### src/uad_pkg.sv
// constants, tables and carrier types for the alternate-setting descriptor server
`default_nettype none
package uad_pkg;
	// descriptor framing
	localparam logic [7:0] UAD_EP_DESC_LEN = 8'h07;
	localparam logic [7:0] UAD_EP_DESC_TYPE = 8'h05;
	localparam logic [7:0] UAD_IF_DESC_LEN = 8'h09;
	localparam logic [7:0] UAD_IF_DESC_TYPE = 8'h04;
	localparam logic [7:0] UAD_IF_NUMBER = 8'h00;
	localparam logic [7:0] UAD_VENDOR_CODE = 8'hff;
	localparam logic [7:0] UAD_NO_STRING = 8'h00;
	localparam logic [7:0] UAD_ALT2_NUM_EP = 8'h06;
	// alternate settings
	localparam logic [7:0] UAD_ALT_DEFAULT = 8'h00;
	localparam logic [7:0] UAD_ALT_BULK = 8'h01;
	localparam logic [7:0] UAD_ALT_MIXED = 8'h02;
	localparam logic [7:0] UAD_ALT_MAX = 8'h03;
	// endpoint attribute fields
	localparam logic [1:0] UAD_XFER_BULK = 2'h2;
	localparam logic [1:0] UAD_XFER_INT = 2'h3;
	localparam logic UAD_DIR_IN = 1'b1;
	localparam logic UAD_DIR_OUT = 1'b0;
	localparam logic [15:0] UAD_PKT_512 = 16'h0200;
	localparam logic [15:0] UAD_PKT_64 = 16'h0040;
	localparam logic [7:0] UAD_IVAL_BULK = 8'h00;
	localparam logic [7:0] UAD_IVAL_INT_1MS = 8'h01;
	// endpoint descriptor byte offsets
	localparam logic [3:0] UAD_OFS_LEN = 4'h0;
	localparam logic [3:0] UAD_OFS_TYPE = 4'h1;
	localparam logic [3:0] UAD_OFS_ADDR = 4'h2;
	localparam logic [3:0] UAD_OFS_ATTR = 4'h3;
	localparam logic [3:0] UAD_OFS_PKT_LO = 4'h4;
	localparam logic [3:0] UAD_OFS_PKT_HI = 4'h5;
	localparam logic [3:0] UAD_OFS_IVAL = 4'h6;
	// interface descriptor byte offsets
	localparam logic [3:0] UAD_OFS_IF_NUM = 4'h2;
	localparam logic [3:0] UAD_OFS_IF_ALT = 4'h3;
	localparam logic [3:0] UAD_OFS_IF_NEP = 4'h4;
	localparam logic [3:0] UAD_OFS_IF_CLASS = 4'h5;
	localparam logic [3:0] UAD_OFS_IF_SUB = 4'h6;
	localparam logic [3:0] UAD_OFS_IF_PROTO = 4'h7;
	localparam logic [3:0] UAD_OFS_IF_STR = 4'h8;
	// rom entry map
	localparam logic [3:0] UAD_ENT_ALT2_IF = 4'h0;
	localparam logic [3:0] UAD_ENT_ALT1_EP0 = 4'h1;
	localparam logic [3:0] UAD_ENT_ALT2_EP0 = 4'h5;
	localparam logic [3:0] UAD_ENT_COUNT = 4'hb;
	localparam int UAD_ALT1_EPS = 4;
	localparam int UAD_ALT2_EPS = 6;

	typedef struct packed {
		logic dir;
		logic [3:0] num;
		logic [1:0] xfer;
		logic [15:0] max_pkt;
		logic [7:0] interval;
	} uad_ep_type;

	typedef struct packed {
		logic is_endpoint;
		logic [2:0] ep_index;
		logic [15:0] max_len;
	} uad_req_type;

	typedef struct packed {
		logic [7:0] data;
		logic last;
	} uad_byte_type;

	typedef enum logic [2:0] {
		UAD_ST_IDLE = 3'b001,
		UAD_ST_FETCH = 3'b010,
		UAD_ST_SEND = 3'b100
	} uad_state_type;

	localparam uad_ep_type UAD_ALT1_TABLE [0:3] = '{
		'{UAD_DIR_OUT, 4'h2, UAD_XFER_BULK, UAD_PKT_512, UAD_IVAL_BULK},
		'{UAD_DIR_OUT, 4'h4, UAD_XFER_BULK, UAD_PKT_512, UAD_IVAL_BULK},
		'{UAD_DIR_IN, 4'h6, UAD_XFER_BULK, UAD_PKT_512, UAD_IVAL_BULK},
		'{UAD_DIR_IN, 4'h8, UAD_XFER_BULK, UAD_PKT_512, UAD_IVAL_BULK}
	};

	localparam uad_ep_type UAD_ALT2_TABLE [0:5] = '{
		'{UAD_DIR_OUT, 4'h1, UAD_XFER_INT, UAD_PKT_64, UAD_IVAL_INT_1MS},
		'{UAD_DIR_IN, 4'h1, UAD_XFER_INT, UAD_PKT_64, UAD_IVAL_INT_1MS},
		'{UAD_DIR_OUT, 4'h2, UAD_XFER_INT, UAD_PKT_512, UAD_IVAL_INT_1MS},
		'{UAD_DIR_OUT, 4'h4, UAD_XFER_BULK, UAD_PKT_512, UAD_IVAL_BULK},
		'{UAD_DIR_IN, 4'h6, UAD_XFER_INT, UAD_PKT_512, UAD_IVAL_INT_1MS},
		'{UAD_DIR_IN, 4'h8, UAD_XFER_BULK, UAD_PKT_512, UAD_IVAL_BULK}
	};
endpackage
`default_nettype wire

### src/uad_desc_rom.sv
// descriptor byte rom with registered read data
`timescale 1ns/1ps
`default_nettype none
module uad_desc_rom (
	// clock and reset
	input wire logic sys_clk_in,
	input wire logic rstn_in,
	// read port
	input wire logic [3:0] entry_in,
	input wire logic [3:0] offset_in,
	output logic [7:0] rd_data_out
);
	function automatic logic [7:0] ep_byte(input uad_pkg::uad_ep_type ep, input logic [3:0] ofs);
		logic [7:0] b;
		b = 8'h00;
		case (ofs)
			uad_pkg::UAD_OFS_LEN: b = uad_pkg::UAD_EP_DESC_LEN;
			uad_pkg::UAD_OFS_TYPE: b = uad_pkg::UAD_EP_DESC_TYPE;
			uad_pkg::UAD_OFS_ADDR: b = {ep.dir, 3'h0, ep.num};
			uad_pkg::UAD_OFS_ATTR: b = {6'h00, ep.xfer};
			uad_pkg::UAD_OFS_PKT_LO: b = ep.max_pkt[7:0];
			uad_pkg::UAD_OFS_PKT_HI: b = ep.max_pkt[15:8];
			uad_pkg::UAD_OFS_IVAL: b = ep.interval;
			default: b = 8'h00;
		endcase
		return b;
	endfunction

	function automatic logic [7:0] if_byte(input logic [3:0] ofs);
		logic [7:0] b;
		b = 8'h00;
		case (ofs)
			uad_pkg::UAD_OFS_LEN: b = uad_pkg::UAD_IF_DESC_LEN;
			uad_pkg::UAD_OFS_TYPE: b = uad_pkg::UAD_IF_DESC_TYPE;
			uad_pkg::UAD_OFS_IF_NUM: b = uad_pkg::UAD_IF_NUMBER;
			uad_pkg::UAD_OFS_IF_ALT: b = uad_pkg::UAD_ALT_MIXED;
			uad_pkg::UAD_OFS_IF_NEP: b = uad_pkg::UAD_ALT2_NUM_EP;
			uad_pkg::UAD_OFS_IF_CLASS: b = uad_pkg::UAD_VENDOR_CODE;
			uad_pkg::UAD_OFS_IF_SUB: b = uad_pkg::UAD_VENDOR_CODE;
			uad_pkg::UAD_OFS_IF_PROTO: b = uad_pkg::UAD_VENDOR_CODE;
			uad_pkg::UAD_OFS_IF_STR: b = uad_pkg::UAD_NO_STRING;
			default: b = 8'h00;
		endcase
		return b;
	endfunction

	logic [7:0] rom_byte;

	always_comb
	begin
		rom_byte = 8'h00;
		if (entry_in == uad_pkg::UAD_ENT_ALT2_IF)
			rom_byte = if_byte(offset_in);
		else if (entry_in < uad_pkg::UAD_ENT_ALT2_EP0)
			rom_byte = ep_byte(uad_pkg::UAD_ALT1_TABLE[2'(entry_in - uad_pkg::UAD_ENT_ALT1_EP0)],
				offset_in);
		else if (entry_in < uad_pkg::UAD_ENT_COUNT)
			// interrupt and bulk mix of the second setting
			rom_byte = ep_byte(uad_pkg::UAD_ALT2_TABLE[3'(entry_in - uad_pkg::UAD_ENT_ALT2_EP0)],
				offset_in);
	end

	always_ff @(posedge sys_clk_in or negedge rstn_in)
	begin
		if (!rstn_in)
			rd_data_out <= 8'h00;
		else
			rd_data_out <= rom_byte;
	end
endmodule
`default_nettype wire

### src/uad_descriptor_server.sv
// serves endpoint descriptors for the selected alternate setting when it is 1 or 2, and the interface descriptor of setting 2 only
`timescale 1ns/1ps
`default_nettype none
module uad_descriptor_server (
	// clock and reset
	input wire logic sys_clk_in,
	input wire logic rstn_in,
	// set-interface request from the control decoder
	input wire logic setif_valid_in,
	input wire logic [7:0] setif_alt_in,
	output logic setif_ready_out,
	output logic setif_stall_out,
	output logic [7:0] alt_setting_out,
	// get-descriptor request from the control decoder
	input wire logic desc_req_valid_in,
	input wire uad_pkg::uad_req_type desc_req_in,
	output logic desc_req_ready_out,
	output logic desc_stall_out,
	// descriptor byte stream toward the control data stage
	output logic desc_byte_valid_out,
	output uad_pkg::uad_byte_type desc_byte_out,
	input wire logic desc_byte_ready_in
);
	uad_pkg::uad_state_type state_r;
	uad_pkg::uad_state_type state_nxt;
	logic [7:0] alt_r;
	logic [3:0] entry_r;
	logic [3:0] offset_r;
	logic [7:0] remain_r;
	logic setif_stall_r;
	logic desc_stall_r;
	logic [7:0] rom_data;
	logic last_r;
	logic idle;
	logic fetching;
	logic sending;
	logic setif_take;
	logic req_take;
	logic req_ok;
	logic req_load;
	logic [4:0] req_map;
	logic [3:0] req_entry;
	logic [7:0] req_len;
	logic byte_take;

	// maps the selected setting and requested descriptor to a rom entry
	function automatic logic [4:0] entry_of(input logic [7:0] alt, input uad_pkg::uad_req_type rq);
		logic [4:0] r;
		r = 5'h00;
		if (alt == uad_pkg::UAD_ALT_MIXED)
		begin
			if (!rq.is_endpoint)
				r = {1'b1, uad_pkg::UAD_ENT_ALT2_IF};
			else if (int'(rq.ep_index) < uad_pkg::UAD_ALT2_EPS)
				r = {1'b1, 4'(uad_pkg::UAD_ENT_ALT2_EP0 + 4'(rq.ep_index))};
		end
		else if (alt == uad_pkg::UAD_ALT_BULK)
		begin
			if (rq.is_endpoint && int'(rq.ep_index) < uad_pkg::UAD_ALT1_EPS)
				r = {1'b1, 4'(uad_pkg::UAD_ENT_ALT1_EP0 + 4'(rq.ep_index))};
		end
		return r;
	endfunction

	// bytes to send: descriptor length cut to the host's requested length
	function automatic logic [7:0] len_of(input uad_pkg::uad_req_type rq);
		logic [7:0] full;
		full = rq.is_endpoint ? uad_pkg::UAD_EP_DESC_LEN : uad_pkg::UAD_IF_DESC_LEN;
		if (rq.max_len < 16'(full))
			return rq.max_len[7:0];
		return full;
	endfunction

	// only settings up to UAD_ALT_MAX (3) may be selected, one above the highest with descriptors
	function automatic logic alt_legal(input logic [7:0] alt);
		return alt <= uad_pkg::UAD_ALT_MAX;
	endfunction

	// both request ports are open only between transfers
	assign idle = (state_r == uad_pkg::UAD_ST_IDLE);
	assign fetching = (state_r == uad_pkg::UAD_ST_FETCH);
	assign sending = (state_r == uad_pkg::UAD_ST_SEND);

	// decoded against the setting in force before a set-interface of the same cycle
	assign req_map = entry_of(alt_r, desc_req_in);
	assign req_ok = req_map[4];
	assign req_entry = req_map[3:0];
	assign req_len = len_of(desc_req_in);
	assign req_take = desc_req_valid_in && idle;
	// a zero-length request loads the cursor but sends nothing
	assign req_load = req_take && req_ok;
	assign byte_take = sending && desc_byte_ready_in;

	// set-interface is taken only while idle
	assign setif_take = setif_valid_in && setif_ready_out;

	assign desc_req_ready_out = idle;
	// selection only changes between transfers
	assign setif_ready_out = idle;
	assign setif_stall_out = setif_stall_r;
	assign desc_stall_out = desc_stall_r;
	assign alt_setting_out = alt_r;
	assign desc_byte_valid_out = sending;
	// data and last flag both come from registers and change together
	assign desc_byte_out = '{data: rom_data, last: last_r};

	// registered read: a byte appears one cycle after the cursor moves
	uad_desc_rom u_rom (
		.sys_clk_in(sys_clk_in),
		.rstn_in(rstn_in),
		.entry_in(entry_r),
		.offset_in(offset_r),
		.rd_data_out(rom_data)
	);

	// alternate setting selected by set-interface
	always_ff @(posedge sys_clk_in or negedge rstn_in)
	begin
		if (!rstn_in)
			alt_r <= uad_pkg::UAD_ALT_DEFAULT;
		else if (setif_take && alt_legal(setif_alt_in))
			alt_r <= setif_alt_in;
	end

	// a refused setting leaves the old one in force and answers with one stall cycle
	always_ff @(posedge sys_clk_in or negedge rstn_in)
	begin
		if (!rstn_in)
			setif_stall_r <= 1'b0;
		else
			setif_stall_r <= setif_take && !alt_legal(setif_alt_in);
	end

	// unknown descriptor for the current setting answers with a stall pulse
	always_ff @(posedge sys_clk_in or negedge rstn_in)
	begin
		if (!rstn_in)
			desc_stall_r <= 1'b0;
		else
			desc_stall_r <= req_take && !req_ok;
	end

	// every byte gets its own fetch cycle so the rom register matches the offset
	always_comb
	begin
		state_nxt = state_r;
		unique case (state_r)
			uad_pkg::UAD_ST_IDLE:
				if (req_load && req_len != 8'h00)
					state_nxt = uad_pkg::UAD_ST_FETCH;
			uad_pkg::UAD_ST_FETCH:
				state_nxt = uad_pkg::UAD_ST_SEND;
			uad_pkg::UAD_ST_SEND:
				if (byte_take)
					state_nxt = (remain_r == 8'h01) ? uad_pkg::UAD_ST_IDLE : uad_pkg::UAD_ST_FETCH;
			default:
				state_nxt = uad_pkg::UAD_ST_IDLE;
		endcase
	end

	// transfer state
	always_ff @(posedge sys_clk_in or negedge rstn_in)
	begin
		if (!rstn_in)
			state_r <= uad_pkg::UAD_ST_IDLE;
		else
			state_r <= state_nxt;
	end

	// descriptor cursor: rom entry of the request in flight
	always_ff @(posedge sys_clk_in or negedge rstn_in)
	begin
		if (!rstn_in)
			entry_r <= 4'h0;
		else if (req_load)
			entry_r <= req_entry;
	end

	// offset walks the descriptor in byte order; a cut request stops early
	always_ff @(posedge sys_clk_in or negedge rstn_in)
	begin
		if (!rstn_in)
			offset_r <= 4'h0;
		else if (req_load)
			offset_r <= uad_pkg::UAD_OFS_LEN;
		else if (byte_take)
			offset_r <= offset_r + 4'h1;
	end

	// bytes still owed to the host, never above the descriptor length
	always_ff @(posedge sys_clk_in or negedge rstn_in)
	begin
		if (!rstn_in)
			remain_r <= 8'h00;
		else if (req_load)
			remain_r <= req_len;
		else if (byte_take)
			remain_r <= remain_r - 8'h01;
	end

	// last-byte flag taken in the fetch cycle, beside the rom read
	always_ff @(posedge sys_clk_in or negedge rstn_in)
	begin
		if (!rstn_in)
			last_r <= 1'b0;
		else if (fetching)
			last_r <= (remain_r == 8'h01);
	end
endmodule
`default_nettype wire

### config.mk
export PLATFORM = sky130hd
export DESIGN_NAME = uad_descriptor_server
export DESIGN_NICKNAME = d
export VERILOG_FILES = /design/src/uad_pkg.sv /design/src/uad_desc_rom.sv /design/src/uad_descriptor_server.sv
export SDC_FILE = /design/constraint.sdc
export NUM_CORES = 1
export LEC_CHECK = 0
export BUFFER_PORTS_ARGS = -buffer_cell sky130_fd_sc_hd__buf_4
export CAP_MARGIN = 40
export CORE_ASPECT_RATIO = 1.2
export CORE_MARGIN = 1.5
export CORE_UTILIZATION = 33
export DETAILED_ROUTE_END_ITERATION = 7
export GPL_TIMING_DRIVEN = 0
export PLACE_DENSITY = 0.62
export SKIP_CTS_REPAIR_TIMING = 1
export SLEW_MARGIN = 20
export SYNTH_ARGS = -nofsm -noshare
export SYNTH_HDL_FRONTEND = slang
export SYNTH_HIERARCHICAL = 1
export SYNTH_SLANG_ARGS = --single-unit
### constraint.sdc
create_clock -name sys_clk_in -period 3.1 [get_ports sys_clk_in]
set_input_delay 0.155 -clock sys_clk_in [delete_from_list [all_inputs] [get_ports sys_clk_in]]
set_output_delay 0.155 -clock sys_clk_in [all_outputs]
set_load 0.02 [all_outputs]
Yosys cells after proc, flatten, opt, wreduce, memory -nomap -nowiden
Memories as Yosys holds them, arrays and structs flattened.
Cells that the tools add are included.
{ "word_totals": {"register_bits": 38, "mem_bits_ro": 376, "input_bits": 33, "output_inout_bits": 22, "elab_cells": 84, "n_memories": 2} }
{ "op_classes": {"add_sub_neg": 6, "order_cmp": 8, "eq_ne": 14, "mux": 27, "n_bitwise": 2, "reduce_logical": 16} }
{ "memory_table": {"columns": ["name", "words", "width", "read_ports", "rd_ports_with_merged_regs", "wr", "line", "rtl"], "rows": [
  ["(name not given)", 8, 31, 1, 0, 0, "uad_desc_rom.sv:59", "rom_byte = ep_byte(uad_pkg::UAD_ALT2_TABLE[3'(entry_in - uad_pkg::UAD_ENT_ALT2_EP0)],"],
  ["(name not given)", 16, 8, 1, 0, 0, "uad_desc_rom.sv:32", "case (ofs)"]
]} }
{ "op_table": {"columns": ["operator", "n"], "rows": [
  ["$mux W31", 4],
  ["$pmux W8 S7", 2],
  ["$bmux W31 S2", 1],
  ["$mux W8", 7],
  ["$mux W5", 5],
  ["$eq A8 B1 Y1 const B", 2],
  ["$lt A16 B4 Y1", 1],
  ["$eq A4 B3 Y1 const B", 3],
  ["$mux W4", 3],
  ["$logic_and A1 B1 Y1", 9],
  ["$pmux W3 S3", 1],
  ["$eq A4 B2 Y1 const B", 2],
  ["$eq A8 B2 Y1 const B", 1],
  ["$le A8 B2 Y1 const B", 1],
  ["$logic_not A4 Y1", 2],
  ["$reduce_bool A8 Y1", 1],
  ["$sub A8 B1 Y8 const B", 1],
  ["$lt A3 B3 Y1 const B", 2],
  ["$mux W3", 2],
  ["$add A1 B3 Y4 const A", 1],
  ["$add A3 B3 Y4 const A", 1],
  ["$add A4 B1 Y4 const B", 1],
  ["$eq A4 B1 Y1 const B", 1],
  ["$ge A4 B4 Y1 const B", 1],
  ["other kinds (16)", 18]
]} }

Longest topological paths before layout
Gate-level depths: netlist of the first run.
{ "logic_depth": {"word_depth": 9, "depth_mapped": 7, "depth_no_buf": 7} }

Modules after synthesis
Netlist of the first run, hierarchy kept.
{ "modules_own_cells": {"columns": ["module", "n_inst", "cells_each", "area_each_um2", "seq_area_each_um2"], "rows": [
  ["uad_descriptor_server", 1, 157, 1630.3, 752.0],
  ["uad_desc_rom", 1, 83, 655.6, 175.2]
]} }

Worst setup path before layout of the first run
Ideal clock, no wire load.
{ "synth_timing": {"kind": "flip-flop to flip-flop", "start": "register entry_r[0]", "end": "register u_rom.rd_data_out[3]", "setup_ns": 0.078, "arrival_ns": 1.798, "required_ns": 3.022, "setup_slack_ns": 1.224, "stages_incl_launch_ff": 7, "path_buffers": 0, "synth_period_minus_slack_ns": 1.876, "cell_sequence": "dfrtp_1 > ha_1 > or3b_4 > nor3_2 > a31oi_1 > or4_1 > o2bb2ai_1"} }
{ "synth_via": {"elab_chain_len": 9, "elab_cells_between_ends": 18, "classes_between": "2 x add/sub; 2 x order compare; 10 x mux; 2 x bitwise; 1 x reduce/logical; 1 x memory"} }
{ "synth_lines": {"columns": ["item", "line", "rtl"], "rows": [
  ["start, declared", "uad_descriptor_server.sv:27", "logic [3:0] entry_r;"],
  ["start signal, assigned", "uad_descriptor_server.sv:176", "entry_r <= req_entry;"],
  ["$sub A3 B3 Y3", "uad_desc_rom.sv:59", null],
  ["$not A3 Y4 (implied by the code)", "uad_desc_rom.sv:59", null],
  ["$mem_v2 Z8 W31", null, null],
  ["$mux W31 (implied by the code) (2 in a row)", "uad_desc_rom.sv:59", null],
  ["$pmux W8 S7", "uad_desc_rom.sv:16", "case (ofs)"],
  ["$mux W8", "uad_desc_rom.sv:57", "else if (entry_in < uad_pkg::UAD_ENT_COUNT)"],
  ["$mux W8", "uad_desc_rom.sv:54", "else if (entry_in < uad_pkg::UAD_ENT_ALT2_EP0)"],
  ["$mux W8 *", "uad_desc_rom.sv:52", "if (entry_in == uad_pkg::UAD_ENT_ALT2_IF)"],
  ["via u_rom.rom_byte[3]", "uad_desc_rom.sv:47", "logic [7:0] rom_byte;"],
  ["end signal, assigned", "uad_desc_rom.sv:68", "rd_data_out <= rom_byte;"],
  ["end, declared", "uad_desc_rom.sv:11", "output logic [7:0] rd_data_out"]
]} }
Mark *: on every way through the listed nets, which the timed path passes. The rest lies on a longest branch. The select of a mux whose other input is x is not followed.
A chain may end at the register's enable or synchronous reset.

Worst setup path after layout of the first run
{ "layout_timing": {"start": "register entry_r[0]", "end": "register u_rom.rd_data_out[1]"} }
The elaborated chain is that of the path after synthesis.

==> flow_summary.yaml, run 1 <==
sta:
  tightest_slew_ns: 0.549
  slew_violations: 0
  timing.fmax_mhz: 481
  clock_skew_ns: 0.0110
  fin_crit_ns: 2.08
  finalHoldViolations: 0
  fin_tns_setup_ns: 0
  min_period_over_period_pct: 67.1
  relSlewSlack_pct: 63.1
  setup_viol: 0
  rsz0062_at_grt: "false"
floorplanning:
  die_h_um: 94.2
  ios: 55
  chipWidth_um: 79.0
  initial_core_util_pct: 33.8
  core_region_area_um2: 6770
  die_area_um2: 7440
  rows: 33
grt:
  antenna_found_initial: 0
  grt_pass1_vias: 1948
  grt_pass1_wl_um: 8540
  grt_max_degree: 38
  met3_usage_pct: 2.82
  use_met2_pct: 25.8
  grt_overflow: 0
  grt.met1_usage_pct: 16.8
  grt_use_total_pct: 14.4
  grt_busiest_layer: "met2"
finish:
  n_antenna_cell: 0
  n_fill_cell: 675
  fin_util_pct: 43.2
  synthToLayoutAreaGrowth_pct: 28.0
  drive_gt1_share_pct: 28.7
  nNetsFinal: 348
synthesis:
  synthesis.nets: 286
  synthCells: 240
  synth_edf_count: 0
  avgSynthCellArea_um2: 9.52
  synth_seq_area_share_pct: 40.6
  synth_ff_type: "dfrtp_1"
  synth.largest_area_cell: "dfrtp_1"
  ys_types: 59
  yosys-top-cells-area: "dfrtp_1 (39%), ha_1 (7.1%), nor2_1 (4.1%)"
  synthArstFlopShare_pct: 100
  yosys_warnings: 6
  syn_area_um2: 2290
  synth-seq-cells: 37
  synth_top_cell_area_share_pct: 39.4
worst_setup_path:
  cp_data_arrival_time_ns: 2.29
  crit_type: "reg -> reg"
  reg2reg_depth: 7
  crit_path_start_kind: "register"
  end_kind: "register"
  crit_required_ns: 3.31
  cp_max_fo: 7
detailed_routing:
  finalWirelength_um: 4780
  wl_per_cell_um: 12.3
  num_vias: 1968
  drc: 0
  via_per_inst: 5.05
  antenna_left: 0
  drt_iter0_drc: 100
  drt_first_pass_iters: 4
clocking:
  cts_tree: "built"
  cts_sinks: 37
  cts_root_buffer: "clkbuf_8"
  htreeDepth: 2
  clk_pin_slew_ns: 0.08
  cts.path.max_buffers: 2
  clock_latency_ns: 0.29
  cts_buffers: 5
pwr:
  power_density_nw_per_um2: 769
  total_leakage_power_nw: 1.38
  ir_drop_mv: 0.289
status:
  status: "finished clean"
worst_hold_path:
  hold_class: "in -> reg"
  whs_path_depth: 3
place:
  portBuffers: 54
  dp_hpwl_um: 3630
  gp_congestion: 0.836
job:
  drv_cap: 0
flip-flops by register name, indices dropped and copies added (netlist names):
name,flops
alt_setting_out,8
remain_r,8
u_rom/rd_data_out,7
entry_r,4
offset_r,4
state_r,3
desc_stall_out,1
last_r,1
setif_stall_out,1
cell type report:
class | count | area [µm²] | area share (%)
multi-input combinational | 180 | 1240 | 42.3
sequential | 37 | 927 | 31.7
timing repair buffer | 55 | 415 | 14.2
tap | 87 | 109 | 3.72
buffer | 10 | 71.3 | 2.44
clock buffer | 5 | 68.8 | 2.35
inverter | 13 | 48.8 | 1.67
clock inverter | 3 | 46.3 | 1.58
synthesized netlist by cell type, types with 2 or more instances:
cell type / count
dfrtp_1: 36
nor2_1: 25
nand2_1: 15
a21oi_1: 14
o21ai_0: 14
ha_1: 13
inv_1: 13
and2_1: 6
nor4_1: 6
buf_4: 5
nand3_1: 5
xnor2_1: 5
nand2b_1: 4
nor2b_1: 4
xor2_1: 4
a21o_1: 3
a22o_1: 3
and3_1: 3
clkbuf_1: 3
mux2_2: 3
mux2i_1: 3
nand4_1: 3
nor3_1: 3
o21ai_1: 3
or3b_2: 3
a221oi_1: 2
a2bb2oi_1: 2
a31oi_1: 2
buf_6: 2
nor3b_1: 2
o2bb2ai_1: 2
o41ai_1: 2
stage by stage:
stage                     hold slack (ns)  instance area (µm²)  instances  worst slack (ns)  power (mW)
after floorplan                    -0.141                 2290        240              1.22        1.52
after global placement              0.147                 2800        381              1.11        1.82
after detailed placement            0.150                 2800        381              1.08        1.84
after CTS                          -0.174                 2920        389              1.05        2.27
after global routing               0.0819                 2930        390             0.749        2.46
final                              0.0857                 2930        390              1.02        2.25
cells by family after synthesis:
group | Yosys count | synth area share [%]
flops | 37 | 40.6
compound gates | 57 | 16.4
xor+xnor | 9 | 3.45
buf+inv | 23 | 5.25
simple gates | 95 | 24.5
fa+ha+maj | 13 | 7.12
mux | 6 | 2.79
worst max-delay path, cell delays in order, from the launching register on:
cell      delay (ns)
dfrtp_1         0.45
inv_1           0.14
ha_1            0.25
nor2b_1         0.43
o21ai_0         0.16
a311oi_1        0.32
o21ai_1         0.11
a21oi_1         0.15
layer usage:
layer | routed length, µm | vias to the layer above
li1 | - | 977
met5 | 0 | -
met4 | 85 | 0
met2 | 2370 | 53
met1 | 2110 | 931
met3 | 220 | 7
worst paths after layout:
| path | start | to | slack (ns) |
|---|---|---|---|
| hold reg to reg | last_r$_DFFE_PN0P_ | last_r$_DFFE_PN0P_ | 0.51 |
| min in group asynchronous | rstn_in | last_r$_DFFE_PN0P_ | 0.36 |
| hold / removal | setif_valid_in | setif_stall_out$_DFF_PN0_ | 0.09 |
| setup reg to reg | entry_r[0]$_DFFE_PN0P_ | u_rom/rd_data_out[1]$_DFF_PN0_ | 1.02 |
| setup / recovery | entry_r[0]$_DFFE_PN0P_ | u_rom/rd_data_out[1]$_DFF_PN0_ | 1.02 |
| max in group asynchronous | rstn_in | state_r[0]$_DFFE_PN1P_ | 2.39 |
cell usage in the layout, fill, tap and decap left out, types with 2 or more instances in the layout:
master     synthesis  final
nand2_1           15     15
nand4_1            3      3
buf_4              5     59
clkbuf_8           0      5
xor2_1             4      4
xnor2_1            5      5
inv_1             13     13
a31oi_1            2      2
a21o_1             3      3
nor3_1             3      3
nor4_1             6      6
o41ai_1            2      2
ha_1              13     13
clkbuf_1           3      3
nor2b_1            4      4
nand3_1            5      5
and3_1             3      3
a221oi_1           2      2
o21ai_0           14     14
o21ai_1            3      3
a22o_1             3      3
or3b_2             3      3
nor2_1            25     25
and2_1             6      6
dfrtp_1           36     36
nand2b_1           4      4
mux2i_1            3      3
buf_6              2      2
o2bb2ai_1          2      2
a2bb2oi_1          2      2
mux2_2             3      3
nor3b_1            2      2
a21oi_1           14     14
power by group:
part           internal (mW)  switching [mW]
Combinational          0.479           0.574
Clock                  0.241           0.181
Sequential             0.635           0.140
Total                   1.35           0.895
(Power assumes the default switching activity.)
==> inputs of run 2 (changes only) <==
Settings changed: PLACE_DENSITY 0.62 to 0.64.
Clock period 3.1 ns to 1.8 ns, I/O delays scaled along.
==> run 2 against run 1 <==
Effect of this change:
- the run now ends with setup timing left
- sequential share of layout area decreased by 2.0 points
- sequential power rose by 74%
- die area did not move
- clock skew decreased by 0.0013 ns
- clock-buffer cell count is 1 higher
- core utilization grew 3.0 points
- setup slack worse by 1.1 ns
- first-iteration DRC count down 19%
- wire length increased by 8.3%
- critical endpoint is now u_rom/rd_data_out[3]$_DFF_PN0_
==> flow_summary.yaml, run 2 (same netlist as run 1, synthesis figures left out) <==
status:
  status: "finished with violations"
  violations: "setup timing"
place:
  portBuffers: 54
  dp_hpwl_um: 3690
  post_dp_cell_area_um2: 2800
  place_ws_ns: -0.174
  gp_congestion: 0.849
sta:
  timing.fmax_mhz: 537
  slew_violations: 0
  setup_slack_ns: -0.0621
  rsz0062_at_grt: "true"
  fin_crit_ns: 1.86
  relSlewSlack_pct: 67.8
  finalHoldViolations: 0
  whs_ns: 0.0183
  min_period_over_period_pct: 103
  clock_skew_ns: 0.00969
  fin_tns_setup_ns: -0.109
  setup_viol: 2
  tightest_slew_ns: 0.477
worst_setup_path:
  cp_max_fo: 4
  cp_data_arrival_time_ns: 2.08
  crit_required_ns: 2.02
  end_kind: "register"
  crit_type: "reg -> reg"
  crit_path_start_kind: "register"
grt:
  grt_pass1_wl_um: 8200
  antenna_found_initial: 0
  grt_overflow: 0
  grt_use_total_pct: 13.7
  grt_max_degree: 38
  grt_pass1_vias: 1871
detailed_routing:
  wl_per_cell_um: 12.9
  drc: 0
  drt_first_pass_iters: 4
  drt_iter0_drc: 81
  antenna_left: 0
  num_vias: 2009
  finalWirelength_um: 5170
  via_per_inst: 5.02
floorplanning:
  chipWidth_um: 79.0
  die_h_um: 94.2
  rows: 33
  core_region_area_um2: 6770
  initial_core_util_pct: 33.8
  ios: 55
  die_area_um2: 7440
pwr:
  power_density_nw_per_um2: 1400
  ir_drop_mv: 0.854
  total_leakage_power_nw: 1.49
finish:
  multiInputGateArea_um2: 1350
  drive_gt1_share_pct: 37.7
  fin_util_pct: 46.2
  synthToLayoutAreaGrowth_pct: 36.7
  final_cell_mix: "buf_4 (66), dfrtp_1 (35), nor2_1 (23)"
  seqCellArea_um2: 928
  n_antenna_cell: 0
  final_area_um2: 3130
  layout_commonest_cell: "buf_4"
  nNetsFinal: 358
  n_fill_cell: 688
clocking:
  cts.path.max_buffers: 2
  cts_tree: "built"
  htreeDepth: 2
  cts_root_buffer: "clkbuf_8"
  cts_sinks: 37
  clock_latency_ns: 0.30
  clk_pin_slew_ns: 0.08
  cts_buffers: 5
job:
  drv_cap: 0
worst_hold_path:
  hold_class: "in -> reg"
==> run 2: final timing paths <==
| check | from | endpoint | slack, ns | depth (start not counted) |
|---|---|---|---|---|
| worst max register to register | entry_r[0]$_DFFE_PN0P_ | u_rom/rd_data_out[3]$_DFF_PN0_ | -0.06 | 6 |
| worst min-delay path | setif_alt_in[1] | alt_setting_out[1]$_DFFE_PN0P_ | 0.02 | 2 |
| max in group asynchronous | rstn_in | entry_r[0]$_DFFE_PN0P_ | 1.15 | 2 |
| worst max-delay path | entry_r[0]$_DFFE_PN0P_ | u_rom/rd_data_out[3]$_DFF_PN0_ | -0.06 | 6 |
| min in group asynchronous | rstn_in | u_rom/rd_data_out[1]$_DFF_PN0_ | 0.29 | 2 |
| worst min register to register | entry_r[3]$_DFFE_PN0P_ | entry_r[3]$_DFFE_PN0P_ | 0.52 | 2 |
==> run 2: worst max-delay path: stages, from the launching register on <==
cell and delay [ns]:
dfrtp_2 0.44, ha_2 0.18, or3b_4 0.39, nor3_2 0.12, a31oi_1 0.08, or4_4 0.45, o2bb2ai_2 0.13
==> run 2: cell type report <==
cell class | instances | share of cell area [%]
Clock inverter | 2 | 1.20
Tap cell | 87 | 3.48
Timing Repair Buffer | 65 | 15.9
Sequential cell | 37 | 29.7
Buffer | 10 | 2.44
Clock buffer | 6 | 2.64
Inverter | 13 | 1.56
Multi-Input combinational cell | 180 | 43.0
==> run 2: metrics by stage <==
| stage | cells | power (mW) |
|---|---|---|
| 2_1_floorplan | 240 | 2.61 |
| 3_3_place_gp | 381 | 3.11 |
| 3_5_place_dp | 381 | 3.15 |
| 4_1_cts | 389 | 3.93 |
| 5_1_grt | 400 | 4.72 |
| 6_report | 400 | 4.38 |
==> run 2: per-layer routing <==
| metal | wire length [µm] | GRT usage (%) | vias to the layer above | share of wire [%] |
|---|---|---|---|---|
| li1 | - | - | 993 | - |
| met1 | 2090 | 16.7 | 952 | 40 |
| met2 | 2690 | 23.9 | 54 | 52 |
| met3 | 306 | 3.98 | 10 | 5.9 |
| met4 | 83 | 3.07 | 0 | 1.6 |
| met5 | 0 | 0 | - | 0 |
==> run 2: where the power goes <==
group / switching, mW / internal, mW
logic: 1.14 / 1.13
registers: 0.255 / 1.10
clock network: 0.317 / 0.451
==> inputs of run 3 (changes only) <==
==> constraint.sdc (replaced) <==
create_clock -name sys_clk_in -period 1.8 [get_ports sys_clk_in]
set_input_delay 0.18 -clock sys_clk_in [delete_from_list [all_inputs] [get_ports sys_clk_in]]
set_output_delay 0.18 -clock sys_clk_in [all_outputs]
set_load 0.02 [all_outputs]
==> run 3 against run 2 <==
Effect of this change:
- the flow still finishes with violations (setup timing)
- largest power group unchanged
- clock skew shrank 0.0020 ns
- power is 2.7% lower
- critical path type unchanged
- sequential power is essentially flat
- first-iteration DRC count increased by 49%
- via count decreased by 0.15%
- sequential share of layout area rose by 0.30 points
- worst hold slack improved by 0.089 ns
==> flow_summary.yaml, run 3 (same netlist as run 1, synthesis figures left out) <==
sta:
  setup_viol: 2
  relSlewSlack_pct: 68.9
  slew_violations: 0
  fin_crit_ns: 1.85
  whs_ns: 0.108
  timing.fmax_mhz: 540
  min_period_over_period_pct: 103
  fin_tns_setup_ns: -0.0968
  tightest_slew_ns: 0.460
  setup_slack_ns: -0.0532
  clock_skew_ns: 0.00773
  finalHoldViolations: 0
  rsz0062_at_grt: "true"
worst_setup_path:
  reg2reg_depth: 6
  path_buf_inv: 0
  end_kind: "register"
  path_cells: "ha_2, or3b_4, nor3_2, a31oi_1, or4_4, o2bb2ai_2"
  r2r-start: "entry_r[0]$_DFFE_PN0P_"
  max_stage_delay_ns: 0.45
  cp_max_fo: 4
  slowest_stage: "or4_4"
  crit_type: "reg -> reg"
  crit_path_start_kind: "register"
  r2r_end: "u_rom/rd_data_out[3]$_DFF_PN0_"
  rrSetupSlack_ns: -0.05
  cp_data_arrival_time_ns: 2.08
  path_delay_family: "simple AND/OR/NAND/NOR gates"
  crit_required_ns: 2.02
detailed_routing:
  finalWirelength_um: 5200
  drt_iter0_drc: 121
  drc: 0
  via_per_inst: 5.03
  wl_per_cell_um: 13.0
  drt_first_pass_iters: 4
  num_vias: 2006
  antenna_left: 0
finish:
  multiInputGateArea_um2: 1330
  seqCellArea_um2: 928
  drive_gt1_share_pct: 36.9
  layout_commonest_cell: "buf_4"
  n_fill_cell: 686
  nNetsFinal: 357
  n_antenna_cell: 0
  final_cell_mix: "buf_4 (68), dfrtp_1 (35), nor2_1 (23)"
  synthToLayoutAreaGrowth_pct: 35.4
  stdcell_count: 399
place:
  dp_hpwl_um: 3690
  placed_cells: 381
  portBuffers: 54
  gp_congestion: 0.849
worst_hold_path:
  whs_path_depth: 3
  hold_end: "desc_stall_out$_DFF_PN0_"
  hold_start: "desc_req_valid_in"
  hold_class: "in -> reg"
floorplanning:
  die_area_um2: 7440
  ios: 55
  core_region_area_um2: 6770
  initial_core_util_pct: 33.8
  rows: 33
  die_h_um: 94.2
  chipWidth_um: 79.0
status:
  status: "finished with violations"
  violations: "setup timing"
grt:
  grt_overflow: 0
  antenna_found_initial: 0
  grt_pass1_vias: 1871
  grt_use_total_pct: 13.7
  grt_max_degree: 38
  grt_pass1_wl_um: 8200
clocking:
  cts.path.max_buffers: 2
  cts_root_buffer: "clkbuf_8"
  cts_tree: "built"
  cts_sinks: 37
  clock_latency_ns: 0.30
  htreeDepth: 2
  clk_pin_slew_ns: 0.08
  cts_buffers: 5
pwr:
  ir_drop_mv: 0.855
  cell_internal_pwr_mw: 2.59
  total_leakage_power_nw: 1.47
  power_density_nw_per_um2: 1380
  clkPwrFrac_pct: 18.0
  power_mw: 4.26
  sw_frac_of_total_pct: 39.3
  p_comb_share_pct: 49.9
  p_sw_mw: 1.68
  p_seq_share_pct: 32.0
job:
  drv_cap: 0
==> run 3: cell types whose count changed in the layout (fill, tap and decap cells not counted) <==
| cell | before | now |
|---|---|---|
| buf_4 | 66 | 68 |
| buf_6 | 5 | 3 |
| clkbuf_2 | 1 | 0 |
| nand2b_1 | 3 | 4 |
| nand2b_4 | 2 | 1 |
| nor2b_2 | 0 | 1 |
| nor2b_4 | 2 | 1 |
| nor4b_1 | 0 | 1 |
| nor4b_2 | 2 | 1 |
==> run 3: through the flow <==
stage                     util [%]  setup WS, ns  area [µm²]
after global placement        41.4        -0.148        2800
after floorplan                  -       0.00294        2290
after CTS                     43.1        -0.209        2920
final                         45.7       -0.0532        3090
after detailed placement      41.4        -0.174        2800
after global routing          45.7        -0.130        3090
==> run 3: tightest hold or removal path, cell delays in order <==
cell and delay (ns):
buf_4 0.11, nand2_1 0.05, a21oi_1 0.03
==> run 3: worst max path at each step <==
stage                     slack [ns]                             end  cells past startpoint                   start
after floorplan                0.003  u_rom/rd_data_out[7]$_DFF_PN0_                      6  entry_r[0]$_DFFE_PN0P_
after detailed placement       -0.17  u_rom/rd_data_out[1]$_DFF_PN0_                      7  entry_r[0]$_DFFE_PN0P_
after global routing           -0.13  u_rom/rd_data_out[3]$_DFF_PN0_                      6  entry_r[0]$_DFFE_PN0P_
after CTS                      -0.21  u_rom/rd_data_out[1]$_DFF_PN0_                      7  entry_r[0]$_DFFE_PN0P_
after global placement         -0.15  u_rom/rd_data_out[1]$_DFF_PN0_                      7  entry_r[0]$_DFFE_PN0P_
final                          -0.05  u_rom/rd_data_out[3]$_DFF_PN0_                      6  entry_r[0]$_DFFE_PN0P_
==> run 3: final cells by class <==
type / count / area share, %
plain buffers: 8 / 1.94
clock inverters: 2 / 1.21
well taps: 87 / 3.52
multi-input cells: 180 / 42.9
flip-flops and latches: 37 / 30.0
clock buffers: 6 / 2.67
inverters: 13 / 1.58
repair buffers: 66 / 16.2
==> run 3: power by group through the flow <==
stage / Sequential (mW) / Clock [mW] / Combinational, mW
5_1_grt: 1.41 / 0.817 / 2.37
3_3_place_gp: 1.34 / 0 / 1.77
3_5_place_dp: 1.35 / 0 / 1.80
2_1_floorplan: 1.40 / 0 / 1.21
6_report: 1.37 / 0.769 / 2.13
4_1_cts: 1.34 / 0.781 / 1.81
==> run 3: metal layers <==
metal	global-route usage [%]	vias up	share of wire (%)
met5	0	-	0
met4	3.07	0	1.4
met3	3.98	7	4.8
met2	23.9	43	52
met1	16.7	968	42
li1	-	988	-
